`src/gci_ci_consts.vh`:
```
`ifndef GCI_CI_CONSTS_VH
`define GCI_CI_CONSTS_VH
// **********************************************
// c/i codewords
// **********************************************
`define CI_DEACT_REQ      4'h0
`define CI_RESET          4'h1
`define CI_DRIVE_AUX2     4'h2
`define CI_DRIVE_AUX1     4'h3
`define CI_RESYNC         4'h4
`define CI_ERROR          4'h5
`define CI_U_ONLY         4'h7
`define CI_ACT_REQ        4'h8
`define CI_ACT_REQ_LOOP   4'hA
`define CI_ACT_IND        4'hC
`define CI_LOOP_ACT       4'hE
`define CI_DEACT_LAST     4'hF
`define CI_IDLE_LT        4'hF
`define CI_IDLE_NT        4'h0
// **********************************************
// status fields and reset values
// **********************************************
`define ST_LINKUP         3
`define ST_SFS            1
`define ST_AIP            0
`define ST_RESET          4'h0
// **********************************************
// frame timing
// **********************************************
`define FRAMES_PER_SF     96
`define FRAME_DCL         16
`define CI_BIT_POS        4
`define FIFO_DEPTH        4
`endif

```
`src/ci_fifo.v`:
```
`timescale 1ns/100ps
// **********************************************
// small fifo between line side and frame bus
// **********************************************
module ci_fifo #(
   parameter WIDTH = 8,
   parameter DEPTH = 4,
   parameter AW    = 2
) (
   input  wire             clk,
   input  wire             rst_n,
   input  wire [WIDTH-1:0] in_data,
   input  wire             in_valid,
   output wire             in_ready,
   output reg  [WIDTH-1:0] out_data,
   output wire             out_valid,
   input  wire             out_ready
);
   reg [WIDTH-1:0] mem [0:DEPTH-1];
   reg [AW:0]      wp;
   reg [AW:0]      rp;
   wire            full;
   wire            empty;
   assign full = (wp[AW] != rp[AW]) && (wp[AW-1:0] == rp[AW-1:0]);
   assign empty = (wp == rp);
   assign in_ready = !full;
   assign out_valid = !empty;
   always @* begin
      out_data = mem[rp[AW-1:0]];
   end
   always @(posedge clk) begin
      if (in_valid && !full) begin
         mem[wp[AW-1:0]] <= in_data;
      end
   end
   always @(posedge clk or negedge rst_n) begin
      if (!rst_n) begin
         wp <= {(AW+1){1'b0}};
         rp <= {(AW+1){1'b0}};
      end else begin
         if (in_valid && !full) begin
            wp <= wp + 1'b1;
         end
         if (out_ready && !empty) begin
            rp <= rp + 1'b1;
         end
      end
   end
endmodule

```
`src/gci_ci_channel_superframe_sync.v`:
```
`timescale 1ns/100ps
`include "gci_ci_consts.vh"
// Overview of operation
// - c/i codes are four bits, acted on after two equal frames
// - c/i bits numbered 4..1, bit 4 sent and received first
// - lt mode accepts dr, reset, aux2, aux1, u-only, ar, arl, dc
// - lt mode issues deact_accepted, rsy, error, uai, ar, ai, di
// - nt mode accepts reset, aux2, aux1, ar, arl, ai, di
// - nt mode issues dr, rsy, error, ar, arl, ai, loopback-active, dc
// - drive aux commands hold aux output 1 or 2 high while active
// - m4 bits handled automatically unless monitor override is set
// - issuing activation indication sets downstream act bit
// - sai set by upstream ar: never uai, keep issuing ar
// - total to u-only activation clears act bit by itself
// - nt: loopback eoc at first m4 validation gives arl not ar
// - loopback-active indication issued while 2b+d loopback lasts
// - transmitted m4 bits unchanged unless a transition changes them
// - warm start enabled only on direct enabling-state to tear-down
// - linkup, sfs and aip sit at status bits 3, 1 and 0
// - ms_select low: fsc input slave; high: master drives fsc
// - fsc normally two dcl; one dcl pulse every 96 frames aligns
// - 2b+d after single-clock fsc is first of the superframe
// - without alignment pulse the device picks alignment itself
// - master outputs one-dcl fsc on first 2b+d, every 96 frames
// - nt slave ignores fsc alignment; lt fsc stable before activation
module gci_ci_channel_superframe_sync #(
   parameter FRAMES_PER_SF = `FRAMES_PER_SF,
   parameter FRAME_DCL     = `FRAME_DCL
) (
   input  wire       clk,
   input  wire       rst_n,
   input  wire       lt_mode,
   input  wire       ms_select,
   input  wire       dcl,
   input  wire       fsc_in,
   output reg        fsc_out,
   output wire       fsc_oe,
   input  wire       din,
   output reg        dout,
   input  wire [7:0] line_data,
   input  wire       line_valid,
   output wire       line_ready,
   output reg  [7:0] bd_data,
   output reg        bd_valid,
   output reg        sf_align,
   input  wire       link_up,
   input  wire       sfs_in,
   input  wire       aip_in,
   input  wire       act_up,
   input  wire       sai_up,
   input  wire       loop_eoc,
   input  wire       m4_valid,
   input  wire       loop_active,
   input  wire       err_in,
   input  wire       resync_in,
   input  wire       m4_override,
   input  wire [7:0] m4_manual,
   input  wire       warm_enable_state,
   input  wire       tear_down,
   output reg  [3:0] ci_cmd,
   output reg        cmd_strobe,
   output reg        aux_output_1,
   output reg        aux_output_2,
   output reg  [7:0] m4_tx,
   output reg        warm_start,
   output reg  [3:0] status_reg_1
);
   // **********************************************
   // reset and input synchronisers
   // **********************************************
   reg       rst_a;
   reg       rst_s;
   reg [1:0] dcl_s;
   reg [1:0] fsc_s;
   reg [1:0] din_s;
   reg [1:0] ms_s;
   reg       dcl_d;
   wire      dcl_rise;
   wire      dcl_fall;
   always @(posedge clk or negedge rst_n) begin
      if (!rst_n) begin
         rst_a <= 1'b0;
         rst_s <= 1'b0;
      end else begin
         rst_a <= 1'b1;
         rst_s <= rst_a;
      end
   end
   // first stages feed only their second stages
   always @(posedge clk or negedge rst_s) begin
      if (!rst_s) begin
         dcl_s <= 2'b00;
         fsc_s <= 2'b00;
         din_s <= 2'b00;
         ms_s  <= 2'b00;
         dcl_d <= 1'b0;
      end else begin
         dcl_s <= {dcl_s[0], dcl};
         fsc_s <= {fsc_s[0], fsc_in};
         din_s <= {din_s[0], din};
         ms_s  <= {ms_s[0], ms_select};
         dcl_d <= dcl_s[1];
      end
   end
   assign dcl_rise = dcl_s[1] & ~dcl_d;
   assign dcl_fall = ~dcl_s[1] & dcl_d;
   wire master;
   assign master = ms_s[1];
   assign fsc_oe = master;

   // **********************************************
   // frame timing on dcl edges
   // **********************************************
   reg [4:0] bitcnt;
   reg [6:0] frame;
   reg [1:0] fsc_len;
   reg       fsc_hi;
   reg       aligned_ext;
   wire      frame_start;
   wire      slave_fsc;
   assign slave_fsc = ~master & fsc_s[1];
   // fsc is sampled at dcl rise, slave timing relies on synchronous fsc
   assign frame_start = master ? (dcl_rise && bitcnt == 5'd0) :
                        (dcl_rise && slave_fsc && !fsc_hi);
   function [6:0] inc_wrap;
      input [6:0] v;
      input [6:0] lim;
      begin
         inc_wrap = (v == lim - 7'd1) ? 7'd0 : v + 7'd1;
      end
   endfunction
   always @(posedge clk or negedge rst_s) begin
      if (!rst_s) begin
         bitcnt      <= 5'd0;
         frame       <= 7'd0;
         fsc_len     <= 2'd0;
         fsc_hi      <= 1'b0;
         aligned_ext <= 1'b0;
         sf_align    <= 1'b0;
         fsc_out     <= 1'b0;
      end else begin
         sf_align <= 1'b0;
         if (dcl_rise) begin
            fsc_hi <= slave_fsc;
            if (frame_start) begin
               bitcnt <= 5'd1;
               frame  <= inc_wrap(frame, FRAMES_PER_SF[6:0]);
            end else if (bitcnt == FRAME_DCL[4:0] - 5'd1) begin
               bitcnt <= 5'd0;
            end else begin
               bitcnt <= bitcnt + 5'd1;
            end
            if (slave_fsc) begin
               fsc_len <= (fsc_len == 2'd3) ? 2'd3 : fsc_len + 2'd1;
            end else begin
               fsc_len <= 2'd0;
               // one-dcl pulse forces alignment in lt slave only
               if (fsc_len == 2'd1 && lt_mode) begin
                  frame       <= 7'd1;
                  aligned_ext <= 1'b1;
                  sf_align    <= 1'b1;
               end
            end
            // master: one-dcl pulse on superframe start, else two
            if (master) begin
               if (frame_start) begin
                  fsc_out <= 1'b1;
               end else if (bitcnt == 5'd1 && frame != 7'd1) begin
                  fsc_out <= 1'b1;
               end else begin
                  fsc_out <= 1'b0;
               end
            end else begin
               fsc_out <= 1'b0;
            end
         end
      end
   end

   // **********************************************
   // c/i receive, msb first, two-frame persistence
   // **********************************************
   reg [3:0] ci_sh;
   reg [3:0] ci_prev;
   reg       ci_seen;
   reg [3:0] ci_tx;
   wire      ci_slot;
   wire      ci_end;
   assign ci_slot = bitcnt >= `CI_BIT_POS && bitcnt < `CI_BIT_POS + 4;
   assign ci_end  = dcl_fall && bitcnt == `CI_BIT_POS + 4;
   function accepted;
      input [3:0] c;
      input       lt;
      begin
         case (c)
            `CI_RESET, `CI_DRIVE_AUX2, `CI_DRIVE_AUX1,
            `CI_ACT_REQ, `CI_ACT_REQ_LOOP, `CI_DEACT_LAST:
               accepted = 1'b1;
            `CI_DEACT_REQ, `CI_U_ONLY: accepted = lt;
            `CI_ACT_IND: accepted = ~lt;
            default: accepted = 1'b0;
         endcase
      end
   endfunction
   always @(posedge clk or negedge rst_s) begin
      if (!rst_s) begin
         ci_sh        <= 4'h0;
         ci_prev      <= 4'h0;
         ci_seen      <= 1'b0;
         ci_cmd       <= 4'hF;
         cmd_strobe   <= 1'b0;
         aux_output_1 <= 1'b0;
         aux_output_2 <= 1'b0;
         dout         <= 1'b1;
      end else begin
         cmd_strobe <= 1'b0;
         if (dcl_fall && ci_slot) begin
            ci_sh <= {ci_sh[2:0], din_s[1]};
         end
         if (dcl_rise) begin
            // bit 4 of the indication goes out first
            dout <= ci_slot ? ci_tx[3 - (bitcnt[1:0])] : 1'b1;
         end
         if (ci_end) begin
            ci_prev <= ci_sh;
            ci_seen <= (ci_sh == ci_prev);
            if (ci_sh == ci_prev && !ci_seen && accepted(ci_sh, lt_mode)) begin
               ci_cmd     <= ci_sh;
               cmd_strobe <= 1'b1;
            end
         end
         aux_output_1 <= ci_cmd == `CI_DRIVE_AUX1;
         aux_output_2 <= ci_cmd == `CI_DRIVE_AUX2;
      end
   end

   // **********************************************
   // indications and m4 handling
   // **********************************************
   reg [3:0] next_ci_tx;
   reg       sai_by_ar;
   reg       total_act;
   reg       tear_d;
   reg       warm_d;
   always @* begin
      next_ci_tx = lt_mode ? `CI_IDLE_LT : `CI_IDLE_NT;
      if (lt_mode) begin
         if (err_in) next_ci_tx = `CI_ERROR;
         else if (resync_in) next_ci_tx = `CI_RESYNC;
         else if (ci_cmd == `CI_RESET) next_ci_tx = `CI_RESET;
         else if (link_up && act_up) next_ci_tx = `CI_ACT_IND;
         else if (link_up && (sai_up || sai_by_ar))
            next_ci_tx = `CI_ACT_REQ;
         else if (link_up) next_ci_tx = `CI_U_ONLY;
         else if (aip_in) next_ci_tx = `CI_ACT_REQ;
         else next_ci_tx = `CI_DEACT_LAST;
      end else begin
         if (err_in) next_ci_tx = `CI_ERROR;
         else if (resync_in) next_ci_tx = `CI_RESYNC;
         else if (loop_active) next_ci_tx = `CI_LOOP_ACT;
         else if (link_up && act_up) next_ci_tx = `CI_ACT_IND;
         else if (link_up && m4_valid)
            next_ci_tx = loop_eoc ? `CI_ACT_REQ_LOOP : `CI_ACT_REQ;
         else if (ci_cmd == `CI_DEACT_LAST) next_ci_tx = `CI_DEACT_LAST;
         else next_ci_tx = `CI_DEACT_REQ;
      end
   end
   always @(posedge clk or negedge rst_s) begin
      if (!rst_s) begin
         ci_tx     <= 4'hF;
         sai_by_ar <= 1'b0;
      end else begin
         // the code only changes at a frame edge, never inside the slot
         if (frame_start) begin
            ci_tx <= next_ci_tx;
         end
         if (!link_up) begin
            sai_by_ar <= 1'b0;
         end else if (ci_cmd == `CI_ACT_REQ && sai_up) begin
            sai_by_ar <= 1'b1;
         end
      end
   end

   // **********************************************
   // transmitted m4 bits
   // **********************************************
   always @(posedge clk or negedge rst_s) begin
      if (!rst_s) begin
         total_act <= 1'b0;
         m4_tx     <= 8'hFF;
      end else begin
         total_act <= ci_tx == `CI_ACT_IND;
         // m4 only changes on the transitions below
         if (m4_override) begin
            m4_tx <= m4_manual;
         end else if (ci_tx == `CI_ACT_IND && !total_act) begin
            m4_tx[7] <= 1'b1;
         end else if (total_act && ci_tx == `CI_U_ONLY) begin
            m4_tx[7] <= 1'b0;
         end else if (!link_up) begin
            m4_tx <= 8'hFF;
         end
      end
   end

   // **********************************************
   // warm start tracking
   // **********************************************
   // the enabling state is looked at one cycle back, so a direct
   // step into tear-down still sees the state it came from
   always @(posedge clk or negedge rst_s) begin
      if (!rst_s) begin
         tear_d     <= 1'b0;
         warm_d     <= 1'b0;
         warm_start <= 1'b0;
      end else begin
         tear_d <= tear_down;
         warm_d <= warm_enable_state;
         if (tear_down && !tear_d) begin
            warm_start <= warm_d;
         end else if (!tear_down && tear_d) begin
            warm_start <= warm_start;
         end else if (!tear_down && !warm_enable_state) begin
            warm_start <= 1'b0;
         end
      end
   end

   // **********************************************
   // status register
   // **********************************************
   always @(posedge clk or negedge rst_s) begin
      if (!rst_s) begin
         status_reg_1 <= `ST_RESET;
      end else begin
         status_reg_1[`ST_LINKUP] <= link_up;
         status_reg_1[2]          <= 1'b0;
         status_reg_1[`ST_SFS]    <= sfs_in | aligned_ext;
         status_reg_1[`ST_AIP]    <= aip_in;
      end
   end

   // **********************************************
   // line data buffer toward the frame bus
   // **********************************************
   wire [7:0] fifo_data;
   wire       fifo_valid;
   wire       take;
   // b-channel slot drains one word per frame; fifo stalls the line side
   assign take = frame_start && fifo_valid;
   ci_fifo #(.WIDTH(8), .DEPTH(`FIFO_DEPTH), .AW(2)) u_fifo (
      .clk       (clk),
      .rst_n     (rst_s),
      .in_data   (line_data),
      .in_valid  (line_valid),
      .in_ready  (line_ready),
      .out_data  (fifo_data),
      .out_valid (fifo_valid),
      .out_ready (take)
   );
   always @(posedge clk or negedge rst_s) begin
      if (!rst_s) begin
         bd_data  <= 8'h00;
         bd_valid <= 1'b0;
      end else begin
         bd_valid <= take;
         if (take) begin
            bd_data <= fifo_data;
         end
      end
   end
endmodule

```
`config.mk`:
```
export PLATFORM = sky130hd
export DESIGN_NAME = gci_ci_channel_superframe_sync
export DESIGN_NICKNAME = d
export VERILOG_FILES = /design/src/ci_fifo.v /design/src/gci_ci_channel_superframe_sync.v
export VERILOG_INCLUDE_DIRS = /design/src
export SDC_FILE = /design/constraint.sdc
export NUM_CORES = 1
export LEC_CHECK = 0
export BUFFER_PORTS_ARGS = -buffer_cell sky130_fd_sc_hd__buf_2
export CAP_MARGIN = 20
export CORE_UTILIZATION = 30
export CTS_CLUSTER_DIAMETER = 150
export DETAILED_ROUTE_END_ITERATION = 10
export GPL_TIMING_DRIVEN = 0
export PLACE_DENSITY = 0.57
export SYNTH_ARGS = -nofsm -noshare
export SYNTH_HDL_FRONTEND = slang
export SYNTH_SLANG_ARGS = --single-unit
```
`constraint.sdc`:
```
create_clock -name clk -period 3.21 [get_ports clk]
set_input_delay 0.1605 -clock clk [delete_from_list [all_inputs] [get_ports clk]]
set_output_delay 0.1605 -clock clk [all_outputs]
set_load 0.005 [all_outputs]
```
==> impl_metrics.prom, run 1 <==
# TYPE chip_impl_metric gauge
chip_impl_metric{name="fin_tns_setup",unit="ps"} 0
chip_impl_metric{name="die_area",unit="mm²"} 0.0168
chip_impl_metric{name="reg2reg_slack",unit="ps"} 880
chip_impl_metric{name="netlist_area",unit="mm²"} 0.00489
chip_impl_metric{name="synth-warning-count",unit=""} 0
chip_impl_metric{name="route.detailed.vias_per_inst",unit=""} 4.67
chip_impl_metric{name="synth_fp_nets",unit=""} 413
chip_impl_metric{name="clk_latency",unit="ps"} 410
chip_impl_metric{name="grt_pass1_vias",unit=""} 3419
chip_impl_metric{name="fillCellCount",unit=""} 1540
chip_impl_metric{name="yosysUniqueCellTypes",unit=""} 63
chip_impl_metric{name="synth.ff_latch_count",unit=""} 113
chip_impl_metric{name="finalMaxSlewViolations",unit=""} 0
chip_impl_info{name="critPathKind",value="reg -> reg"} 1
chip_impl_metric{name="first_pass_grt_wire_length",unit="µm"} 17000
chip_impl_metric{name="syn_avg_cell_area",unit="µm²"} 13.4
chip_impl_metric{name="n_antenna_cell",unit=""} 0
chip_impl_metric{name="finish.net_count",unit=""} 525
chip_impl_metric{name="post_route_cells_drive_above_1_share",unit="%"} 30.3
chip_impl_metric{name="maxCapViolations",unit=""} 0
chip_impl_metric{name="ctsHoldBuffers",unit=""} 24
chip_impl_metric{name="total_detailed_routing_wirelength",unit="µm"} 10100
chip_impl_metric{name="clock_sinks",unit=""} 113
chip_impl_metric{name="average_routed_wire_per_standard_cell",unit="µm"} 14.3
chip_impl_info{name="setup.worst_path.end",value="frame[3]$_DFFE_PN0N_"} 1
chip_impl_metric{name="initial_utilization",unit="%"} 30.8
chip_impl_metric{name="core_area",unit="mm²"} 0.0159
chip_impl_metric{name="layout_worst_path_cycle_share",unit="%"} 72.6
chip_impl_info{name="clock_tree_from_tritoncts",value="yes"} 1
chip_impl_info{name="critical_path.startpoint",value="bitcnt[0]$_DFFE_PN0N_"} 1
chip_impl_metric{name="postCtsSetupRepairBufs",unit=""} 0
chip_impl_metric{name="post_cts_resized",unit=""} 0
chip_impl_metric{name="crit_arrival",unit="ps"} 2640
chip_impl_metric{name="worst_clock_skew",unit="ps"} 7.02
chip_impl_metric{name="vdd_ir_drop_max",unit="V"} 0.000458
chip_impl_metric{name="maxSlewHeadroom",unit="%"} 55.1
chip_impl_metric{name="globalRoute.totalOverflow",unit=""} 0
chip_impl_metric{name="gpl.final_weighted_congestion",unit=""} 0.788
chip_impl_metric{name="met1_usage",unit="%"} 16.3
chip_impl_info{name="start_kind",value="flip-flop"} 1
chip_impl_metric{name="groute.usage.overall",unit="%"} 13.4
chip_impl_metric{name="seq_area_frac_synth",unit="%"} 61.5
chip_impl_info{name="timing.critical_path.cells",value="inv_1 > ha_1 > a2bb2oi_1 > clkbuf_1 > nor2_1 > a211oi_1"} 1
chip_impl_metric{name="area_delta_synth_final",unit="%"} 30.2
chip_impl_metric{name="critPathRequiredTime",unit="ps"} 3520
chip_impl_metric{name="layout.core_utilization",unit="%"} 40.1
chip_impl_metric{name="min_period",unit="ps"} 2330
chip_impl_metric{name="timing_worst_slew_pin_value",unit="ps"} 670
chip_impl_metric{name="achievable-frequency",unit="GHz"} 0.429
chip_impl_metric{name="post-route-drc-count",unit=""} 0
chip_impl_metric{name="detail_route.first_pass.iterations",unit=""} 5
chip_impl_metric{name="cts_max_path_buffers",unit=""} 2
chip_impl_info{name="critical_path.endpoint_type",value="flip-flop"} 1
chip_impl_metric{name="cts_inserted_buffers",unit=""} 17
chip_impl_info{name="hold_class",value="in -> reg"} 1
chip_impl_metric{name="place_hpwl",unit="µm"} 6820
chip_impl_metric{name="grt_max_degree",unit=""} 50
chip_impl_info{name="crit-reg2reg-launch",value="bitcnt[0]$_DFFE_PN0N_"} 1
chip_impl_metric{name="portBuffers",unit=""} 68
chip_impl_metric{name="clk_transition_reported_paths",unit="ps"} 50
chip_impl_metric{name="placementRows",unit=""} 46
chip_impl_info{name="timing.rr.end",value="frame[3]$_DFFE_PN0N_"} 1
chip_impl_info{name="slowest_stage",value="sky130_fd_sc_hd__a2bb2oi_1"} 1
chip_impl_metric{name="die_height",unit="µm"} 130
chip_impl_info{name="grt-busiest-layer",value="met2"} 1
chip_impl_metric{name="power_density",unit="mW/mm²"} 809
chip_impl_info{name="clock-root-buffer",value="sky130_fd_sc_hd__clkbuf_16"} 1
chip_impl_metric{name="initialDrtViolationCount",unit=""} 101
chip_impl_metric{name="number_of_flops_mapped_to_enable_cells_by_yosys",unit=""} 32
chip_impl_metric{name="grt.met2_usage",unit="%"} 21.9
chip_impl_metric{name="cpPeakStageDelay",unit="ps"} 520
chip_impl_metric{name="worst-r2r-cell-count",unit=""} 6
chip_impl_metric{name="crit_path_max_fanout",unit=""} 10
chip_impl_info{name="rsz0062_at_grt",value="no"} 1
chip_impl_metric{name="leakage",unit="nW"} 2.65
chip_impl_metric{name="via_count",unit=""} 3303
chip_impl_metric{name="floorplan.die.width",unit="µm"} 130
chip_impl_metric{name="report.final.hold_viol_count",unit=""} 0
chip_impl_metric{name="postSynth.asyncResetShare",unit="%"} 71.7
chip_impl_metric{name="ioPinCount",unit=""} 71
chip_impl_metric{name="number_of_levels_the_h_tree_was_split_into",unit=""} 4
chip_impl_metric{name="drt.antenna.violating_nets",unit=""} 0
chip_impl_info{name="result_of_the_run",value="completed"} 1
chip_impl_metric{name="number_of_antenna_violations_at_the_first_check_in_global_routing",unit=""} 0
chip_impl_info{name="yosys_most_used_dff",value="sky130_fd_sc_hd__dfrtp_1"} 1
chip_impl_metric{name="synthesis.instances",unit=""} 366
chip_impl_metric{name="setup-violations-final",unit=""} 0
chip_impl_metric{name="gr-usage-met3",unit="%"} 4.75
==> per-layer routing <==
metal | share of wire (%) | vias to the layer above | wire [µm]
met2 | 47 | 112 | 4710
li1 | - | 1573 | -
met3 | 6.4 | 8 | 643
met4 | 1.0 | 0 | 104
met5 | 0 | - | 0
met1 | 46 | 1610 | 4640
==> final cells by class <==
class                   instances  area [µm²]  share of cell area [%]
plain buffers                  16        80.1                    1.26
repair buffers                 93         608                    9.55
multi-input cells             224        1750                    27.5
clock buffers                  22         484                    7.61
well taps                     216         270                    4.25
clock inverters                10         109                    1.71
inverters                      13        48.8                   0.767
flip-flops and latches        113        3010                    47.3
==> per-stage QoR <==
step | cells | total power, mW | setup WS (ps) | area, µm² | hold WS, ps
final | 707 | 5.15 | 879 | 6370 | 18.5
after global routing | 707 | 5.47 | 632 | 6370 | 13.9
after CTS | 707 | 5.23 | 828 | 6370 | 2.55
after detailed placement | 651 | 3.33 | 847 | 5530 | -47.0
after global placement | 650 | 3.27 | -313 | 5500 | -52.2
after floorplan | 366 | 2.93 | 817 | 4890 | -135
==> state kept, by name, summed over array words and instances (netlist names), 3 cells and up <==
name and cells:
status_reg_1 3, frame 7, ci_prev 4, ci_sh 4, bitcnt 5, u_fifo.mem 32
bd_data 8, ci_cmd 4, ci_tx 4, u_fifo.rp 3, u_fifo.wp 3, m4_tx 8
==> cells in the final DEF, fill, tap and decap left out, drive strengths merged, types with 3 or more instances in the layout <==
cell type / synthesis / routed
ha: 10 / 10
a211oi: 3 / 3
xnor2: 3 / 3
nor4b: 6 / 6
clkinvlp: 0 / 3
dfrtp: 64 / 64
dfstp: 17 / 17
mux2i: 3 / 3
edfxtp: 32 / 32
nand2b: 8 / 8
nor4: 4 / 4
and2: 5 / 5
dlygate4sd3: 0 / 24
mux4: 9 / 9
buf: 5 / 74
xor2: 9 / 9
a21oi: 16 / 16
nand2: 18 / 18
o21ai: 14 / 14
clkinv: 0 / 5
nor2: 17 / 17
o211ai: 3 / 3
inv: 13 / 13
mux2: 22 / 22
nor2b: 12 / 12
nand4: 3 / 3
nand3: 9 / 9
clkbuf: 11 / 33
a31oi: 4 / 4
nor3: 7 / 7
==> critical path, delay by kind of cell (launching register included) <==
family	cells	cell delay, ps
compound gates	2	770
buf+inv	2	540
flops	1	460
fa+ha+maj	1	240
simple gates	1	220
==> synth_stat cells, drive strengths merged, types with 3 or more instances <==
library cell	number	area, µm²
a21oi	16	80.1
nand2	18	67.6
dfstp	17	447
xnor2	3	26.3
nand4	3	18.8
nor4b	6	58.8
nor2b	12	75.1
mux2i	3	30.0
ha	10	125
nor3	7	35.0
o21ai	14	70.1
inv	13	48.8
xor2	9	78.8
buf	5	38.8
nand3	9	50.1
o211ai	3	22.5
and2	5	31.3
nor2	17	63.8
a211oi	3	22.5
clkbuf	11	41.3
mux2	22	248
a31oi	4	25.0
nor4	4	40.0
edfxtp	32	961
dfrtp	64	1600
nand2b	8	50.1
mux4	9	203
==> worst min path at each step <==
stage                 start                   end  slack, ps  cells past startpoint
3_3_place_gp          rst_n       rst_a$_DFF_PN0_        -50                      1
5_1_grt        m4_manual[0]  m4_tx[0]$_DFFE_PN1P_         10                      3
4_1_cts        m4_manual[0]  m4_tx[0]$_DFFE_PN1P_          3                      3
2_1_floorplan         rst_n       rst_a$_DFF_PN0_       -140                      0
6_report       m4_manual[0]  m4_tx[0]$_DFFE_PN1P_         20                      3
3_5_place_dp          rst_n       rst_a$_DFF_PN0_        -50                      1
==> cell families after synthesis <==
logic type,after synthesis,synth area share (%)
AOI/OAI and AO/OA,61,8.31
xor gates and xnor gates,12,2.15
adders and majority gates,10,2.56
buffers and inverters,29,2.63
DFF,113,61.5
muxes,34,9.82
other,2,0.154
and+or+nand+nor,105,12.8
==> report_power, final <==
group	switching, mW	internal (mW)
clock network	0.630	1.22
registers	0.229	1.86
logic	0.620	0.598
Power figures use the tool's default switching activity.
==> run 2, diff against run 1 <==
PLACE_DENSITY = 0.59   (was 0.57)
clock period = 2 ns   (was 3.21 ns; I/O delays follow)
==> impl_metrics.prom, run 2 (synthesis gave the netlist of run 1 again) <==
# TYPE chip_impl_metric gauge
chip_impl_metric{name="initial_utilization",unit="%"} 30.8
chip_impl_metric{name="total_detailed_routing_wirelength",unit="µm"} 10300
chip_impl_metric{name="clk_transition_reported_paths",unit="ps"} 50
chip_impl_metric{name="place_hpwl",unit="µm"} 6760
chip_impl_info{name="clock_tree_from_tritoncts",value="yes"} 1
chip_impl_metric{name="power_density",unit="mW/mm²"} 1300
chip_impl_metric{name="critPathRequiredTime",unit="ps"} 2290
chip_impl_info{name="layout_commonest_cell",value="sky130_fd_sc_hd__buf_2"} 1
chip_impl_info{name="rsz0062_at_grt",value="yes"} 1
chip_impl_metric{name="detailroute.wirelength.met3",unit="µm"} 570
chip_impl_metric{name="post-route-drc-count",unit=""} 0
chip_impl_metric{name="via_count",unit=""} 3338
chip_impl_metric{name="power_frac_clock",unit="%"} 36.6
chip_impl_metric{name="finalMaxSlewViolations",unit=""} 0
chip_impl_metric{name="first_pass_grt_wire_length",unit="µm"} 16600
chip_impl_metric{name="core_area",unit="mm²"} 0.0159
chip_impl_metric{name="portBuffers",unit=""} 68
chip_impl_metric{name="post_route_cells_drive_above_1_share",unit="%"} 32.3
chip_impl_metric{name="met2_wirelength",unit="µm"} 4930
chip_impl_metric{name="average_routed_wire_per_standard_cell",unit="µm"} 14.4
chip_impl_metric{name="initialDrtViolationCount",unit=""} 119
chip_impl_metric{name="detail_route.first_pass.iterations",unit=""} 4
chip_impl_metric{name="cts_max_path_buffers",unit=""} 2
chip_impl_info{name="final_cell_mix",value="68 x sky130_fd_sc_hd__buf_2, 63 x sky130_fd_sc_hd__dfrtp_1, 34 x sky130_fd_sc_hd__dlygate4sd3_1"} 1
chip_impl_metric{name="number_of_antenna_violations_at_the_first_check_in_global_routing",unit=""} 0
chip_impl_info{name="crit-reg2reg-launch",value="u_fifo.rp[1]$_DFFE_PN0P_"} 1
chip_impl_metric{name="crit_arrival",unit="ps"} 2210
chip_impl_metric{name="cts_inserted_buffers",unit=""} 17
chip_impl_metric{name="crit_path_max_fanout",unit=""} 10
chip_impl_metric{name="finalHoldWorstSlack",unit="ps"} 44.5
chip_impl_metric{name="floorplan.die.width",unit="µm"} 130
chip_impl_info{name="clock-root-buffer",value="sky130_fd_sc_hd__clkbuf_16"} 1
chip_impl_info{name="result_of_the_run",value="completed"} 1
chip_impl_metric{name="layout_worst_path_cycle_share",unit="%"} 96.2
chip_impl_metric{name="ioPinCount",unit=""} 71
chip_impl_metric{name="vdd_ir_drop_max",unit="V"} 0.000778
chip_impl_metric{name="seq_power_share",unit="%"} 39.2
chip_impl_info{name="critical_path.startpoint",value="u_fifo.rp[1]$_DFFE_PN0P_"} 1
chip_impl_metric{name="grt_pass1_vias",unit=""} 3419
chip_impl_metric{name="setup-violations-final",unit=""} 0
chip_impl_metric{name="clock_sinks",unit=""} 113
chip_impl_metric{name="groute.usage.overall",unit="%"} 13.1
chip_impl_metric{name="gpl.final_weighted_congestion",unit=""} 0.788
chip_impl_info{name="maxUsedRoutingLayer",value="met4"} 1
chip_impl_metric{name="route.detailed.vias_per_inst",unit=""} 4.65
chip_impl_metric{name="route.layer.met1.wl",unit="µm"} 4720
chip_impl_metric{name="n_antenna_cell",unit=""} 0
chip_impl_metric{name="detailed_place.area",unit="mm²"} 0.00553
chip_impl_metric{name="placementRows",unit=""} 46
chip_impl_info{name="start_kind",value="flip-flop"} 1
chip_impl_info{name="timing.rr.end",value="bd_data[2]$_DFFE_PN0P_"} 1
chip_impl_metric{name="die_height",unit="µm"} 130
chip_impl_metric{name="number_of_levels_the_h_tree_was_split_into",unit=""} 4
chip_impl_metric{name="leakage",unit="nW"} 2.74
chip_impl_metric{name="reg2reg_slack",unit="ps"} 80
chip_impl_metric{name="report.final.hold_viol_count",unit=""} 0
chip_impl_info{name="hold_class",value="in -> reg"} 1
chip_impl_metric{name="timing_worst_slew_pin_value",unit="ps"} 563
chip_impl_metric{name="globalRoute.totalOverflow",unit=""} 0
chip_impl_metric{name="switching_share",unit="%"} 29.0
chip_impl_metric{name="area_delta_synth_final",unit="%"} 34.6
chip_impl_metric{name="worst-r2r-cell-count",unit=""} 6
chip_impl_info{name="setup.worst_path.end",value="bd_data[2]$_DFFE_PN0P_"} 1
chip_impl_metric{name="grt_max_degree",unit=""} 42
chip_impl_metric{name="intPower",unit="mW"} 6.09
chip_impl_metric{name="achievable-frequency",unit="GHz"} 0.520
chip_impl_metric{name="maxCapViolations",unit=""} 0
chip_impl_metric{name="largest_reg_flops",unit=""} 32
chip_impl_metric{name="comb_power_share",unit="%"} 24.2
chip_impl_info{name="critical_path.endpoint_type",value="flip-flop"} 1
chip_impl_metric{name="power.switching",unit="mW"} 2.49
chip_impl_metric{name="min_period",unit="ps"} 1920
chip_impl_metric{name="drt.antenna.violating_nets",unit=""} 0
chip_impl_info{name="critPathKind",value="reg -> reg"} 1
chip_impl_metric{name="maxSlewHeadroom",unit="%"} 62.5
chip_impl_metric{name="finish.net_count",unit=""} 536
chip_impl_metric{name="fin_area",unit="mm²"} 0.00658
chip_impl_metric{name="worst_clock_skew",unit="ps"} 4.88
chip_impl_metric{name="die_area",unit="mm²"} 0.0168
chip_impl_metric{name="clk_latency",unit="ps"} 410
## run 2: power by group through the flow
| stage | sequential, mW | clock (mW) | combinational (mW) |
|---|---|---|---|
| 2_1_floorplan | 3.32 | 0 | 1.38 |
| 3_3_place_gp | 3.38 | 0 | 1.86 |
| 3_5_place_dp | 3.39 | 0 | 1.95 |
| 4_1_cts | 3.36 | 3.21 | 2.06 |
| 5_1_grt | 3.44 | 3.32 | 2.34 |
| 6_report | 3.36 | 3.14 | 2.08 |
## run 2: worst min-delay path by stage
stage / startpoint / end / slack, ps / cells after the start
floorplan: rst_n / rst_a$_DFF_PN0_ / -200 / 0
global placement: rst_n / rst_a$_DFF_PN0_ / -110 / 1
detailed placement: rst_n / rst_a$_DFF_PN0_ / -110 / 1
CTS: m4_override / m4_tx[0]$_DFFE_PN1P_ / 1 / 3
global route: m4_override / m4_tx[5]$_DFFE_PN1P_ / 40 / 3
finish: m4_override / m4_tx[0]$_DFFE_PN1P_ / 40 / 3
## run 2: area by class of cell
cell class / instances / area [µm²]
fillers: 1523 / 9300
flip-flops and latches: 113 / 3010
multi-input cells: 224 / 1820
repair buffers: 105 / 719
clock buffers: 18 / 429
well taps: 216 / 270
clock inverters: 14 / 190
plain buffers: 15 / 90.1
inverters: 13 / 48.8
## run 2: repair_timing
action / CTS / global route
setup endpoints to repair: 58 / 53
resized for setup: 11 / 12
endpoints found under the hold margin: 54 / 0
setup buffers: 0 / 1
gates cloned: 0 / 1
pin swaps: 2 / 4
hold buffers: 34 / 0
## run 2: critical path: stages (launching register included)
cell and delay [ps]:
sky130_fd_sc_hd__dfrtp_1 380, sky130_fd_sc_hd__buf_4 200, sky130_fd_sc_hd__xnor2_1 170, sky130_fd_sc_hd__and3b_1 240, sky130_fd_sc_hd__nor3_4 290, sky130_fd_sc_hd__buf_6 180
sky130_fd_sc_hd__mux2_2 340
## run 2: routing by layer
metal / vias up / global-route usage [%]
met2: 93 / 21.5
met4: 0 / 4.92
li1: 1599 / -
met1: 1635 / 15.8
met5: - / 0
met3: 11 / 4.62
## run 2: stage by stage
step                std cells  total power [mW]  setup WS (ps)  util [%]  TNS (ps)
finish                    718              8.58           76.7      41.4         0
global route              718              9.09          -10.1      41.4     -24.7
CTS                       717              8.63           29.4      41.2         0
detailed placement        651              5.34           -345      34.8     -8450
global placement          650              5.24           -310      34.6     -5760
floorplan                 366              4.70           98.7         -         0
==> run 3, diff against run 2 <==
RECOVER_POWER = 25   (was default)
==> impl_metrics.prom, run 3 (synthesis gave the netlist of run 1 again) <==
# TYPE chip_impl_metric gauge
chip_impl_metric{name="detail_route.first_pass.iterations",unit=""} 4
chip_impl_metric{name="placementRows",unit=""} 46
chip_impl_info{name="final_cell_mix",value="63 x sky130_fd_sc_hd__dfrtp_1, 57 x sky130_fd_sc_hd__buf_2, 34 x sky130_fd_sc_hd__dlygate4sd3_1"} 1
chip_impl_metric{name="setup_slack",unit="ps"} 78.0
chip_impl_metric{name="via_count",unit=""} 3349
chip_impl_metric{name="worst_clock_skew",unit="ps"} 5.15
chip_impl_info{name="rsz0062_at_grt",value="yes"} 1
chip_impl_metric{name="maxCapViolations",unit=""} 0
chip_impl_metric{name="fillCellCount",unit=""} 1527
chip_impl_metric{name="cts_inserted_buffers",unit=""} 17
chip_impl_metric{name="multiInputGateArea",unit="mm²"} 0.00182
chip_impl_metric{name="grt_max_degree",unit=""} 42
chip_impl_info{name="clock_tree_from_tritoncts",value="yes"} 1
chip_impl_metric{name="leakage",unit="nW"} 2.71
chip_impl_metric{name="first_pass_grt_wire_length",unit="µm"} 16600
chip_impl_metric{name="report.final.hold_viol_count",unit=""} 0
chip_impl_metric{name="globalRoute.totalOverflow",unit=""} 0
chip_impl_metric{name="die_area",unit="mm²"} 0.0168
chip_impl_metric{name="clock_sinks",unit=""} 113
chip_impl_info{name="critical_path.endpoint_type",value="flip-flop"} 1
chip_impl_metric{name="initial_utilization",unit="%"} 30.8
chip_impl_metric{name="average_routed_wire_per_standard_cell",unit="µm"} 14.3
chip_impl_metric{name="min_path_cells",unit=""} 3
chip_impl_metric{name="min_period",unit="ps"} 1920
chip_impl_metric{name="clk_transition_reported_paths",unit="ps"} 50
chip_impl_metric{name="route.layer.met1.wl",unit="µm"} 4710
chip_impl_metric{name="gpl.final_weighted_congestion",unit=""} 0.788
chip_impl_info{name="timing.critical_path.cells",value="buf_4 > xnor2_1 > and3b_1 > nor3_4 > buf_6 > mux2_2"} 1
chip_impl_metric{name="route.detailed.vias_per_inst",unit=""} 4.66
chip_impl_metric{name="finish.net_count",unit=""} 536
chip_impl_metric{name="maxSlewHeadroom",unit="%"} 37.3
chip_impl_metric{name="floorplan.die.width",unit="µm"} 130
chip_impl_info{name="hold-path-endpoint",value="m4_tx[0]$_DFFE_PN1P_"} 1
chip_impl_metric{name="n_antenna_cell",unit=""} 0
chip_impl_metric{name="worst-path-buf-inv",unit=""} 2
chip_impl_info{name="min_from",value="m4_override"} 1
chip_impl_metric{name="power_density",unit="mW/mm²"} 1310
chip_impl_info{name="critPathKind",value="reg -> reg"} 1
chip_impl_metric{name="ioPinCount",unit=""} 71
chip_impl_metric{name="reg2reg_slack",unit="ps"} 80
chip_impl_metric{name="layout.core_utilization",unit="%"} 41.3
chip_impl_metric{name="clk_latency",unit="ps"} 410
chip_impl_metric{name="post-route-drc-count",unit=""} 0
chip_impl_metric{name="finalMaxSlewViolations",unit=""} 0
chip_impl_metric{name="area_delta_synth_final",unit="%"} 34.2
chip_impl_info{name="start_kind",value="flip-flop"} 1
chip_impl_metric{name="number_of_levels_the_h_tree_was_split_into",unit=""} 4
chip_impl_metric{name="die_height",unit="µm"} 130
chip_impl_info{name="crit-reg2reg-launch",value="u_fifo.rp[1]$_DFFE_PN0P_"} 1
chip_impl_metric{name="largest_reg_flops",unit=""} 32
chip_impl_metric{name="place_hpwl",unit="µm"} 6760
chip_impl_metric{name="cts_max_path_buffers",unit=""} 2
chip_impl_info{name="layout_commonest_cell",value="sky130_fd_sc_hd__dfrtp_1"} 1
chip_impl_metric{name="setup-violations-final",unit=""} 0
chip_impl_metric{name="number_of_antenna_violations_at_the_first_check_in_global_routing",unit=""} 0
chip_impl_info{name="timing.rr.end",value="bd_data[2]$_DFFE_PN0P_"} 1
chip_impl_metric{name="core_area",unit="mm²"} 0.0159
chip_impl_metric{name="crit_arrival",unit="ps"} 2210
chip_impl_info{name="hold_class",value="in -> reg"} 1
chip_impl_metric{name="place_worst_setup_slack",unit="ps"} -345
chip_impl_metric{name="layout_worst_path_cycle_share",unit="%"} 96.1
chip_impl_metric{name="timing_worst_slew_pin_value",unit="ps"} 941
chip_impl_metric{name="total_detailed_routing_wirelength",unit="µm"} 10300
chip_impl_metric{name="fin_tns_setup",unit="ps"} 0
chip_impl_metric{name="detailroute.wirelength.met3",unit="µm"} 564
chip_impl_metric{name="worst-r2r-cell-count",unit=""} 6
chip_impl_metric{name="grt_pass1_vias",unit=""} 3419
chip_impl_info{name="maxUsedRoutingLayer",value="met4"} 1
chip_impl_info{name="cpLargestDelayFamily",value="simple AND/OR/NAND/NOR gates"} 1
chip_impl_metric{name="drt.antenna.violating_nets",unit=""} 0
chip_impl_metric{name="groute.usage.overall",unit="%"} 13.1
chip_impl_metric{name="post_route_cells_drive_above_1_share",unit="%"} 30.1
chip_impl_metric{name="cpPeakStageDelay",unit="ps"} 380
chip_impl_metric{name="met2_wirelength",unit="µm"} 4910
chip_impl_info{name="clock-root-buffer",value="sky130_fd_sc_hd__clkbuf_16"} 1
chip_impl_metric{name="achievable-frequency",unit="GHz"} 0.520
chip_impl_info{name="result_of_the_run",value="completed"} 1
chip_impl_metric{name="vdd_ir_drop_max",unit="V"} 0.000778
chip_impl_metric{name="crit_path_max_fanout",unit=""} 10
chip_impl_metric{name="initialDrtViolationCount",unit=""} 122
chip_impl_metric{name="area.sequential",unit="mm²"} 0.00301
chip_impl_info{name="slowest_stage",value="sky130_fd_sc_hd__dfrtp_1"} 1
chip_impl_metric{name="portBuffers",unit=""} 68
chip_impl_metric{name="critPathRequiredTime",unit="ps"} 2290
run 3: cell types whose count changed in the layout (fill, tap and decap cells not counted):
cell	before	now
sky130_fd_sc_hd__buf_2	68	57
sky130_fd_sc_hd__dfrtp_2	0	1
sky130_fd_sc_hd__clkbuf_1	10	21
sky130_fd_sc_hd__dfrtp_4	1	0
run 3: worst max-delay path by stage:
stage,start,end,cells after the start
after CTS,u_fifo.rp[0]$_DFFE_PN0P_,u_fifo.mem[3][2]$_DFFE_PP_,4
after global routing,u_fifo.rp[1]$_DFFE_PN0P_,bd_data[4]$_DFFE_PN0P_,6
final,u_fifo.rp[1]$_DFFE_PN0P_,bd_data[2]$_DFFE_PN0P_,6
after detailed placement,bitcnt[0]$_DFFE_PN0N_,frame[3]$_DFFE_PN0N_,6
after global placement,bitcnt[0]$_DFFE_PN0N_,frame[3]$_DFFE_PN0N_,6
after floorplan,bitcnt[2]$_DFFE_PN0N_,bd_data[0]$_DFFE_PN0P_,6
run 3: power breakdown:
part | total, mW | switching, mW | leakage (nW) | internal, mW
registers | 3.36 | 0.379 | 1.27 | 2.98
logic | 2.08 | 1.05 | 1.15 | 1.03
clock network | 3.14 | 1.07 | 0.290 | 2.08
total | 8.58 | 2.49 | 2.71 | 6.09
run 3: repair_timing:
item,in CTS,in global routing
pin swaps,2,4
buffers inserted,0,1
endpoints found under the setup margin,58,53
resized for setup,11,12
hold buffers,34,0
endpoints found under the hold margin,54,0
gates cloned,0,1
run 3: cell type report:
cell class                 count  share of cell area, %
buffer                        15                   1.37
clock buffer                  18                   6.54
clock inverter                14                   2.90
inverter                      13                  0.743
multi-input combinational    224                   27.7
sequential                   113                   45.9
tap                          216                   4.12
timing repair buffer         105                   10.7
run 3: per-stage QoR:
step	area [µm²]	total power, mW	hold WS [ps]	cells
final	6570	8.58	42.9	718
after CTS	6540	8.63	1.24	717
after floorplan	4890	4.70	-196	366
after global placement	5500	5.24	-114	650
after detailed placement	5530	5.34	-112	651
after global routing	6570	9.09	40.1	718
run 3: layer usage:
metal,global-route usage (%),up-vias
li1,-,1600
met1,15.8,1646
met2,21.5,90
met3,4.62,13
met4,4.92,0
met5,0,-
run 3: worst min-delay path, cell delays in order:
cell and delay [ps]:
sky130_fd_sc_hd__buf_2 130, sky130_fd_sc_hd__nor2b_1 160, sky130_fd_sc_hd__a21oi_1 60
